===== src/design/id_frame_consts.svh =====
// constants for the id frame transmitter: timing, frame layout, default content
`ifndef ID_FRAME_CONSTS_SVH
`define ID_FRAME_CONSTS_SVH
`define FRAME_BITS 64
`define HEADER_BITS 9
`define VERSION_BITS 8
`define PAYLOAD_BITS 32
`define STARTUP_WAIT_NOM 304
`define STARTUP_WAIT_MIN 250
`define STARTUP_WAIT_MAX 400
`define STOP_BIT_VALUE 1'b0
`define FIFO_DEPTH 4
`define VERSION_DEFAULT 8'hA5
`define PAYLOAD_DEFAULT 32'h1234ABCD
`endif


===== src/design/id_frame_pkg.sv =====
// types shared by the id frame transmitter
package id_frame_pkg;
   typedef struct packed {
      logic [7:0] version;
      logic [31:0] payload;
   } id_content_t;
   typedef enum logic [1:0] {st_wait, st_send} tx_state_t;
endpackage : id_frame_pkg


===== src/design/bit_fifo.sv =====
// small valid/ready fifo held in flip-flops
`timescale 1ns/100ps
`default_nettype none
module bit_fifo #(
   parameter int WIDTH = 1,
   parameter int DEPTH = 4
) (
   input wire logic mclk,
   input wire logic resetn,
   input wire logic in_valid,
   output logic in_ready,
   input wire logic [WIDTH-1:0] in_data,
   output logic out_valid,
   input wire logic out_ready,
   output logic [WIDTH-1:0] out_data
);
   localparam int AW = $clog2(DEPTH);
   logic [WIDTH-1:0] mem_r [DEPTH];
   logic [AW-1:0] wr_r, rd_r;
   logic [AW:0] cnt_r;
   logic push, pop;

   // pointers wrap by overflow, so only powers of two are served
   if (DEPTH < 2 || (DEPTH & (DEPTH - 1)) != 0) begin : g_bad_depth
      $error("bit_fifo depth must be a power of two, at least 2");
   end

   assign in_ready = (cnt_r != (AW+1)'(DEPTH));
   assign out_valid = (cnt_r != '0);
   assign out_data = mem_r[rd_r];
   assign push = in_valid && in_ready;
   assign pop = out_valid && out_ready;

   // storage and pointers
   always_ff @(posedge mclk or negedge resetn) begin
      if (!resetn) begin
         wr_r <= '0;
         rd_r <= '0;
         cnt_r <= '0;
         for (int i = 0; i < DEPTH; i++) mem_r[i] <= '0;
      end else begin
         if (push) begin
            mem_r[wr_r] <= in_data;
            wr_r <= wr_r + 1'b1;
         end
         if (pop) rd_r <= rd_r + 1'b1;
         if (push && !pop) cnt_r <= cnt_r + 1'b1;
         else if (pop && !push) cnt_r <= cnt_r - 1'b1;
      end
   end
endmodule : bit_fifo
`default_nettype wire


===== src/design/id_frame_tx.sv =====
// read-only id frame transmitter driven by the reader carrier
`timescale 1ns/100ps
`default_nettype none
`include "id_frame_consts.svh"
module id_frame_tx
#(
   parameter id_frame_pkg::id_content_t CONTENT =
      {`VERSION_DEFAULT, `PAYLOAD_DEFAULT},
   parameter int STARTUP_WAIT = `STARTUP_WAIT_NOM,
   parameter int BIT_PERIODS = 32,
   parameter int DEPTH = `FIFO_DEPTH
) (
   input wire logic mclk,
   input wire logic resetn,
   input wire logic carrier_in,
   output logic field_load_r,
   output logic sending_r
);
   import id_frame_pkg::*;

   // -------------------------------------------------------------
   // parameter checks
   // -------------------------------------------------------------
   // refused at elaboration, so a bad build never reaches silicon
   if (STARTUP_WAIT < `STARTUP_WAIT_MIN ||
       STARTUP_WAIT > `STARTUP_WAIT_MAX) begin : g_bad_wait
      $error("startup wait outside 250..400 carrier periods");
   end
   if (BIT_PERIODS < 1 || BIT_PERIODS > 255) begin : g_bad_bits
      $error("bit periods out of range");
   end

   // -------------------------------------------------------------
   // frame assembly, constant at build time
   // -------------------------------------------------------------
   function automatic logic [63:0] build_frame(input id_content_t c);
      logic [63:0] f;
      logic [3:0] col;
      logic [3:0] nib;
      f = '0;
      col = '0;
      nib = '0;
      f[63:55] = 9'h1FF;
      f[54:50] = {c.version[7:4], ^c.version[7:4]};
      f[49:45] = {c.version[3:0], ^c.version[3:0]};
      for (int n = 0; n < 8; n++) begin
         nib = c.payload[31-4*n -: 4];
         f[44-5*n -: 5] = {nib, ^nib};
         col = col ^ nib;
      end
      f[4:0] = {col, `STOP_BIT_VALUE};
      return f;
   endfunction : build_frame

   localparam logic [63:0] FRAME = build_frame(CONTENT);

   // -------------------------------------------------------------
   // carrier sampling
   // -------------------------------------------------------------
   logic car_s1_r, car_s2_r, car_s3_r;
   logic car_rise;

   always_ff @(posedge mclk or negedge resetn) begin
      if (!resetn) begin
         car_s1_r <= 1'b0;
         car_s2_r <= 1'b0;
         car_s3_r <= 1'b0;
      end else begin
         car_s1_r <= carrier_in;
         car_s2_r <= car_s1_r;
         car_s3_r <= car_s2_r;
      end
   end
   assign car_rise = car_s2_r && !car_s3_r;

   // -------------------------------------------------------------
   // startup wait and sequencer
   // -------------------------------------------------------------
   tx_state_t state_r;
   logic [8:0] wait_cnt_r;
   logic [5:0] bit_idx_r;
   logic in_valid, in_ready;

   always_ff @(posedge mclk or negedge resetn) begin
      if (!resetn) begin
         state_r <= st_wait;
         wait_cnt_r <= '0;
      end else if (state_r == st_wait && car_rise) begin
         if (wait_cnt_r == 9'(STARTUP_WAIT - 1)) state_r <= st_send;
         else wait_cnt_r <= wait_cnt_r + 1'b1;
      end
   end

   assign in_valid = (state_r == st_send);

   always_ff @(posedge mclk or negedge resetn) begin
      if (!resetn) bit_idx_r <= 6'h3F;
      else if (in_valid && in_ready) bit_idx_r <= bit_idx_r - 1'b1;
   end

   // -------------------------------------------------------------
   // bit buffer between sequencer and modulator
   // -------------------------------------------------------------
   logic out_valid, out_ready, out_bit;

   bit_fifo #(.WIDTH(1), .DEPTH(DEPTH)) u_fifo (
      .mclk(mclk),
      .resetn(resetn),
      .in_valid(in_valid),
      .in_ready(in_ready),
      .in_data(FRAME[bit_idx_r]),
      .out_valid(out_valid),
      .out_ready(out_ready),
      .out_data(out_bit)
   );

   // -------------------------------------------------------------
   // modulator: one bit per BIT_PERIODS carrier periods
   // -------------------------------------------------------------
   logic [7:0] per_cnt_r;
   logic busy_r;

   // take a bit only when the previous bit time has ended
   assign out_ready = out_valid && (!busy_r ||
      (car_rise && per_cnt_r == 8'(BIT_PERIODS - 1)));

   always_ff @(posedge mclk or negedge resetn) begin
      if (!resetn) begin
         busy_r <= 1'b0;
         per_cnt_r <= '0;
         field_load_r <= 1'b0;
         sending_r <= 1'b0;
      end else begin
         if (out_ready) begin
            busy_r <= 1'b1;
            per_cnt_r <= '0;
            field_load_r <= out_bit;
            sending_r <= 1'b1;
         end else if (busy_r && car_rise) begin
            if (per_cnt_r == 8'(BIT_PERIODS - 1)) begin
               busy_r <= 1'b0;
               field_load_r <= 1'b0;
            end else per_cnt_r <= per_cnt_r + 1'b1;
         end
      end
   end

   // frame position of the bit the modulator takes next, so the checks
   // see what leaves the buffer rather than the constant frame
   logic [5:0] out_idx_r;
   always_ff @(posedge mclk or negedge resetn) begin
      if (!resetn) out_idx_r <= 6'h3F;
      else if (out_ready) out_idx_r <= out_idx_r - 1'b1;
   end
endmodule : id_frame_tx
`default_nettype wire


===== config.mk =====
export PLATFORM = sky130hd
export DESIGN_NAME = id_frame_tx
export DESIGN_NICKNAME = d
export VERILOG_FILES = /design/src/design/id_frame_pkg.sv /design/src/design/bit_fifo.sv /design/src/design/id_frame_tx.sv
export VERILOG_INCLUDE_DIRS = /design/src /design/src/design
export SDC_FILE = /design/constraint.sdc
export NUM_CORES = 1
export LEC_CHECK = 0
export ABC_AREA = 0
export ABC_CLOCK_PERIOD_IN_PS = 3000
export BUFFER_PORTS_ARGS = -buffer_cell sky130_fd_sc_hd__buf_2
export CORE_ASPECT_RATIO = 1.75
export CORE_UTILIZATION = 50
export DETAILED_ROUTE_END_ITERATION = 10
export PLACE_DENSITY = 0.66
export SYNTH_ARGS = -nofsm -noshare
export SYNTH_HDL_FRONTEND = slang
export SYNTH_SLANG_ARGS = --single-unit

===== constraint.sdc =====
create_clock -name mclk -period 3 [get_ports mclk]
set_input_delay 0.6 -clock mclk [delete_from_list [all_inputs] [get_ports mclk]]
set_output_delay 0.6 -clock mclk [all_outputs]
set_load 0.005 [all_outputs]

==> results.toml, run 1 <==
[worst_setup_path]
reg2reg_from = "per_cnt_r[5]$_DFFE_PN0P_"
arrival_ns = 2.77
worstPathRequired_ns = 3.22
crit_slowest_cell = "or4b_4"
r2r_cells = 9
critPathKind = "reg -> reg"
path_buf_inv = 1
cp_slowest_stage_delay_ns = 0.58
crit_path_end_kind = "flop"
crit_family = "simple AND/OR/NAND/NOR gates"
crit_chain = "or4b_4 > o31ai_4 > and2_1 > inv_1 > ha_1 > fa_1 > xnor2_1 > nor2_1 > xor2_1"
cp-start-kind = "flop"
regToRegSetupSlack_ns = 0.45
r2r_end = "u_fifo.cnt_r[2]$_DFFE_PN0P_"
critPathMaxFanout = 4

[timing]
setup_tns_ns = 0
setup_viol_count_final = 0
drv_slew = 0
hold_violations = 0
finalCriticalPeriod_ns = 2.55
slew_headroom_pct = 41.6
rsz0062_at_grt = "false"
fin_crit_sh_pct = 85.1
clock.fmax_mhz = 392
tightest_slew_ns = 0.875
skew_ns = 0.00930

[pwr]
internal-power_uw = 964
p_leak_uw = 0.00104
power_density_nw_per_um2 = 527
seqPwrFrac_pct = 51.2
combPwrFrac_pct = 7.0
clkPwrFrac_pct = 41.8
switchingPower_uw = 273
switching_share_pct = 22.1
vdd_drop_max_uv = 468

[clock_network]
cts_tree = "built"
clk_pin_slew_ns = 0.08
numCtsBuffers = 5
cts_root_buffer = "clkbuf_8"
cts_setup_buffers = 0
ctsHtreeMaxLevel = 2
cts_resized = 0
numClockSinks = 41
clock_path_buffers = 2
cts_hold_buffers = 0
clk_latency_ns = 0.29

[floorplan]
fp-row-count = 31
io_pins = 5
die_y_um = 88.6
fp.dieArea_um2 = 4570
start_util_pct = 52.2
core_area_um2 = 4110
die_x_um = 51.5

[drt]
viasPerCell = 5.58
post_drt_wl_per_cell_um = 14.4
drcViolationCount = 0
routed_wirelength_um = 3680
vias = 1428
ant_nets = 0
drt_first_pass_iters = 4
drt_iter0_markers = 45

[final_layout]
syn_to_final_growth_pct = 9.39
nets = 223
final_common_cell = "dfrtp_1"
drive_gt1_share_pct = 15.0
utilization_pct = 57.1
layout_common_cells = "dfrtp_1, nand2_1, xnor2_1, inv_1, ha_1"
diodes = 0

[hold_path]
worst_hold_startpoint = "car_s1_r$_DFF_PN0_"
min_path_type = "reg -> reg"
whs_path_depth = 0
hold_end = "car_s2_r$_DFF_PN0_"

[placement]
post-dp-hpwl_um = 2700
numPortBuffers = 4
place.gp.congestion = 0.840

[logic_synthesis]
async_flop_share_pct = 100
post_synth_num_cell_types = 41
ys_ff_latch = 41
synth_nets = 215
synth-warning-count = 0
netlist_area_um2 = 2140
post_synth.cell_area_avg_um2 = 10.8
synthCells = 198
ys.flop_type = "dfrtp_1"
synth_edf_count = 0
ys_seq_area_share_pct = 48.2

[run]
cap_violations = 0

[global_routing]
grtUsageTotal_pct = 19.3
grt_max_degree = 42
grt-ovfl-total = 0
grt_pass1_vias = 1483
antenna_found_initial = 0
grt_pass1_wl_um = 6620

[outcome]
outcome = "finished, final reports clean"
-- cells in the mapped netlist, types with 2 or more instances --
master	n	area, µm²
dfrtp_1	35	876
nand2_1	23	86.3
xnor2_1	17	149
inv_1	14	52.6
ha_1	13	163
nor2_1	12	45.0
nand3_1	9	45.0
o21ai_0	7	35.0
xor2_1	7	61.3
a21oi_1	6	30.0
dfstp_2	6	158
nor3_1	4	20.0
o2bb2ai_1	4	35.0
a22o_1	3	26.3
nand2b_1	3	18.8
or2_2	3	18.8
a2111oi_0	2	17.5
a21o_1	2	15.0
buf_2	2	10.0
clkbuf_1	2	7.51
mux4_2	2	45.0
nand4_1	2	12.5
or3_1	2	12.5
-- kinds of logic after synthesis --
kind of cell	after synthesis	synth area share [%]
fa+ha+maj	14	8.52
xor+xnor	25	10.6
buf+inv	19	3.79
mux	4	3.09
compound gates	31	11.1
flops	41	48.2
simple gates	64	14.8
-- flip-flops by register name, summed over array words and instances (netlist names) --
signal,cells
bit_idx_r,6
busy_r,1
car_s1_r,1
car_s2_r,1
car_s3_r,1
field_load_r,1
per_cnt_r,8
sending_r,1
state_r,1
u_fifo.cnt_r,3
u_fifo.mem_r,4
u_fifo.rd_r,2
u_fifo.wr_r,2
wait_cnt_r,9
-- metal layers --
layer  track usage (%)  up-vias  routed length [µm]
met5                 0        -                   0
met4              8.35        0                  70
met3              3.78        8                  97
met2              34.2       29                1990
met1              22.1      702                1530
li1                  -      689                   -
-- worst register-to-register path, stage by stage (launching register included) --
cell     delay [ns]
dfrtp_1        0.42
or4b_4         0.58
o31ai_4        0.27
and2_1         0.19
inv_1          0.05
ha_1           0.21
fa_1           0.39
xnor2_1        0.13
nor2_1         0.11
xor2_1         0.15
-- power groups by stage --
stage	logic, µW	clock network (µW)	registers (µW)
global route	101	550	641
finish	86.5	518	633
detailed placement	87.9	0	644
global placement	81.7	0	639
CTS	89.3	527	634
floorplan	63.5	0	635
-- through the flow --
step | hold slack [ns] | instances | worst slack [ns] | total power (µW) | instance area (µm²)
floorplan | 0.304 | 198 | 0.432 | 699 | 2140
global placement | 0.345 | 248 | 0.502 | 721 | 2210
detailed placement | 0.337 | 248 | 0.437 | 732 | 2210
CTS | 0.366 | 256 | 0.420 | 1250 | 2350
global route | 0.378 | 256 | 0.296 | 1290 | 2350
finish | 0.365 | 256 | 0.448 | 1240 | 2350
-- how the worst max path moves through the flow --
stage	startpoint	to	slack, ns	cells past startpoint
after floorplan	per_cnt_r[5]$_DFFE_PN0P_	u_fifo.cnt_r[2]$_DFFE_PN0P_	0.43	10
final	per_cnt_r[5]$_DFFE_PN0P_	u_fifo.cnt_r[2]$_DFFE_PN0P_	0.45	9
after global routing	per_cnt_r[5]$_DFFE_PN0P_	u_fifo.cnt_r[2]$_DFFE_PN0P_	0.30	9
after CTS	per_cnt_r[5]$_DFFE_PN0P_	u_fifo.cnt_r[2]$_DFFE_PN0P_	0.42	9
after global placement	per_cnt_r[5]$_DFFE_PN0P_	u_fifo.cnt_r[2]$_DFFE_PN0P_	0.50	9
after detailed placement	per_cnt_r[5]$_DFFE_PN0P_	u_fifo.cnt_r[2]$_DFFE_PN0P_	0.44	9
-- final cells by class --
class                   instances  area (µm²)
fillers                       366        1770
inverters                      14        52.6
multi-input cells             138        1030
repair buffers                  6        35.0
well taps                      49        61.3
clock inverters                 3        65.1
clock buffers                   5        68.8
flip-flops and latches         41        1030
(Power assumes the default switching activity.)
==> inputs of run 2 (changes only) <==
ABC_AREA = 1   (was 0)
ABC_CLOCK_PERIOD_IN_PS = 2900   (was 3000)
clock period = 2.9 ns   (was 3 ns; I/O delays follow)
==> run 2 against run 1 <==
Cell count grew 31%; die area rose by 6.3%; worst hold slack lost 0.0079 ns; critical path depth increased by 2; critical endpoint unchanged; count of clock-buffer cells in the layout unchanged; critical path type unchanged; sequential power increased by 1%; largest power group unchanged; highest routed layer unchanged; synthesized cell count increased by 38%; clock skew down 0.00057 ns.
==> results.toml, run 2 <==
[outcome]
outcome = "finished, final reports clean"

[pwr]
seqPwrFrac_pct = 54.6
combPwrFrac_pct = 8.2
vdd_drop_max_uv = 333
switchingPower_uw = 276
clkPwrFrac_pct = 37.2
power_density_nw_per_um2 = 476
internal-power_uw = 896
p_leak_uw = 0.00125
switching_share_pct = 23.5

[logic_synthesis]
synth_common_cells = "nand2_1, inv_1, dfrtp_1, nand3_1, nor2_1"
ys_seq_area_share_pct = 45.2
synth-warning-count = 0
yosysMostFrequentCell = "nand2_1"
post_synth_num_cell_types = 27
post_synth.cell_area_avg_um2 = 8.34
ys_top_cells_by_area = "dfrtp_1, nand2_1, ha_1"
ys.flop_type = "dfrtp_1"
synth_edf_count = 0
async_flop_share_pct = 100
synthCells = 274
ys_ff_latch = 41
netlist_area_um2 = 2280
synth_area_leader_cell = "dfrtp_1"
netlist.area_leader.share_pct = 38.3
synth_nets = 291

[timing]
setup_tns_ns = 0
hold_violations = 0
finalCriticalPeriod_ns = 2.42
worst_slack_ns = 0.484
drv_slew = 0
clock.fmax_mhz = 414
skew_ns = 0.00873
tightest_slew_ns = 0.914
rsz0062_at_grt = "false"
slew_headroom_pct = 39.0
fin_crit_sh_pct = 83.3
setup_viol_count_final = 0

[drt]
viasPerCell = 5.05
routed_wirelength_um = 3930
drt_first_pass_iters = 4
ant_nets = 0
post_drt_wl_per_cell_um = 11.7
drcViolationCount = 0
vias = 1691
drt_iter0_markers = 31

[final_layout]
top_regs = "wait_cnt_r (9), per_cnt_r (8), bit_idx_r (6)"
diodes = 0
largest_reg_flops = 9
drive_gt1_share_pct = 11.6
largest-register = "wait_cnt_r"
syn_to_final_growth_pct = 7.83
fill_cells = 446
final_common_cell = "nand2_1"
layout_common_cells = "nand2_1, inv_1, dfrtp_1, nand3_1, nor2_1"
nets = 301

[clock_network]
cts_hold_buffers = 0
numCtsBuffers = 5
numClockSinks = 41
cts_resized = 0
clk_pin_slew_ns = 0.08
cts_tree = "built"
ctsHtreeMaxLevel = 2
clk_latency_ns = 0.29
cts_setup_buffers = 0
clock_path_buffers = 2
cts_root_buffer = "clkbuf_8"

[global_routing]
antenna_found_initial = 0
grt_pass1_vias = 1653
grt_max_degree = 42
grtUsageTotal_pct = 19.6
grt_pass1_wl_um = 7050
grt-ovfl-total = 0

[floorplan]
fp.dieArea_um2 = 4850
fp-row-count = 32
core_area_um2 = 4400
start_util_pct = 51.9
io_pins = 5
die_x_um = 53.1
die_y_um = 91.4

[worst_setup_path]
regToRegSetupSlack_ns = 0.48
arrival_ns = 2.59
r2r_end = "u_fifo.cnt_r[2]$_DFFE_PN0P_"
critPathKind = "reg -> reg"
r2r_cells = 11
reg2reg_from = "per_cnt_r[1]$_DFFE_PN0P_"
crit_path_end_kind = "flop"
worstPathRequired_ns = 3.07
critPathMaxFanout = 11
cp-start-kind = "flop"

[hold_path]
worst_hold_startpoint = "car_s1_r$_DFF_PN0_"
hold_end = "car_s2_r$_DFF_PN0_"
whs_path_depth = 0
min_path_type = "reg -> reg"

[placement]
post-dp-hpwl_um = 2920
place.gp.congestion = 0.772
post-place-ws_ns = 0.515
numPortBuffers = 4

[run]
cap_violations = 0
[run 2: changes by cell type after synthesis, moves of 3 or more]
cell / delta
a21oi_1: -4
a22o_1: -3
inv_1: +23
nand2_1: +55
nand2_2: +4
nand2b_1: -3
nand3_1: +14
nand3_2: +3
nor2_1: +6
o21ai_0: +8
o2bb2ai_1: -4
xnor2_1: -9
xor2_1: +7
[run 2: power by group through the flow]
stage	Clock [µW]	Sequential [µW]	Combinational, µW
6_report	436	640	96.1
5_1_grt	478	645	117
4_1_cts	455	640	99.0
3_5_place_dp	0	651	97.9
3_3_place_gp	0	650	95.1
2_1_floorplan	0	644	71.0
[run 2: stage by stage]
stage	utilization, %	hold slack (ns)	instances	power, µW	instance area, µm²
finish	55.9	0.357	335	1170	2460
floorplan	-	0.284	274	715	2280
global placement	53.6	0.333	328	746	2360
CTS	55.9	0.364	335	1190	2460
detailed placement	53.6	0.346	328	749	2360
global route	55.9	0.367	335	1240	2460
[run 2: how the worst max path moves through the flow]
stage / slack [ns] / start / end / cells past startpoint
6_report: 0.48 / per_cnt_r[1]$_DFFE_PN0P_ / u_fifo.cnt_r[2]$_DFFE_PN0P_ / 11
3_3_place_gp: 0.58 / per_cnt_r[1]$_DFFE_PN0P_ / u_fifo.cnt_r[2]$_DFFE_PN0P_ / 11
5_1_grt: 0.33 / per_cnt_r[1]$_DFFE_PN0P_ / u_fifo.cnt_r[2]$_DFFE_PN0P_ / 11
2_1_floorplan: 0.76 / per_cnt_r[1]$_DFFE_PN0P_ / u_fifo.cnt_r[2]$_DFFE_PN0P_ / 12
3_5_place_dp: 0.51 / per_cnt_r[1]$_DFFE_PN0P_ / u_fifo.cnt_r[2]$_DFFE_PN0P_ / 11
4_1_cts: 0.49 / per_cnt_r[1]$_DFFE_PN0P_ / u_fifo.cnt_r[2]$_DFFE_PN0P_ / 11
[run 2: cell families (layout without fill, tap and decap cells)]
family / after synthesis / after routing / synth area share [%]
adder cells (fa/ha/maj): 14 / 14 / 8.00
XOR/XNOR: 23 / 23 / 9.15
flip-flops: 41 / 41 / 45.2
AO/OA/AOI/OAI: 21 / 21 / 5.37
AND/OR/NAND/NOR: 133 / 133 / 25.0
buffers and inverters: 42 / 52 / 7.28
[run 2: layer usage]
| layer | global-route usage (%) | wire [µm] | up-vias |
|---|---|---|---|
| met4 | 8.77 | 83 | 0 |
| met5 | 0 | 0 | - |
| li1 | - | - | 862 |
| met3 | 3.85 | 75 | 8 |
| met1 | 21.9 | 1640 | 805 |
| met2 | 34.1 | 2140 | 16 |
[run 2: cell type report]
type	count	area (µm²)	area share, %
Multi-Input combinational cell	191	1080	44.0
Sequential cell	41	1030	42.0
Inverter	40	150	6.09
Clock buffer	5	68.8	2.79
Tap cell	51	63.8	2.59
Clock inverter	2	35.0	1.42
Timing Repair Buffer	5	27.5	1.12
[run 2: worst max-delay path: stages, from the launching register on]
cell	delay, ns
dfrtp_1	0.37
ha_1	0.20
nand3_2	0.11
inv_1	0.10
nand2_2	0.07
nand2_2	0.08
nand3_2	0.23
ha_1	0.32
fa_1	0.40
a21oi_1	0.15
o21ai_0	0.11
xor2_1	0.15
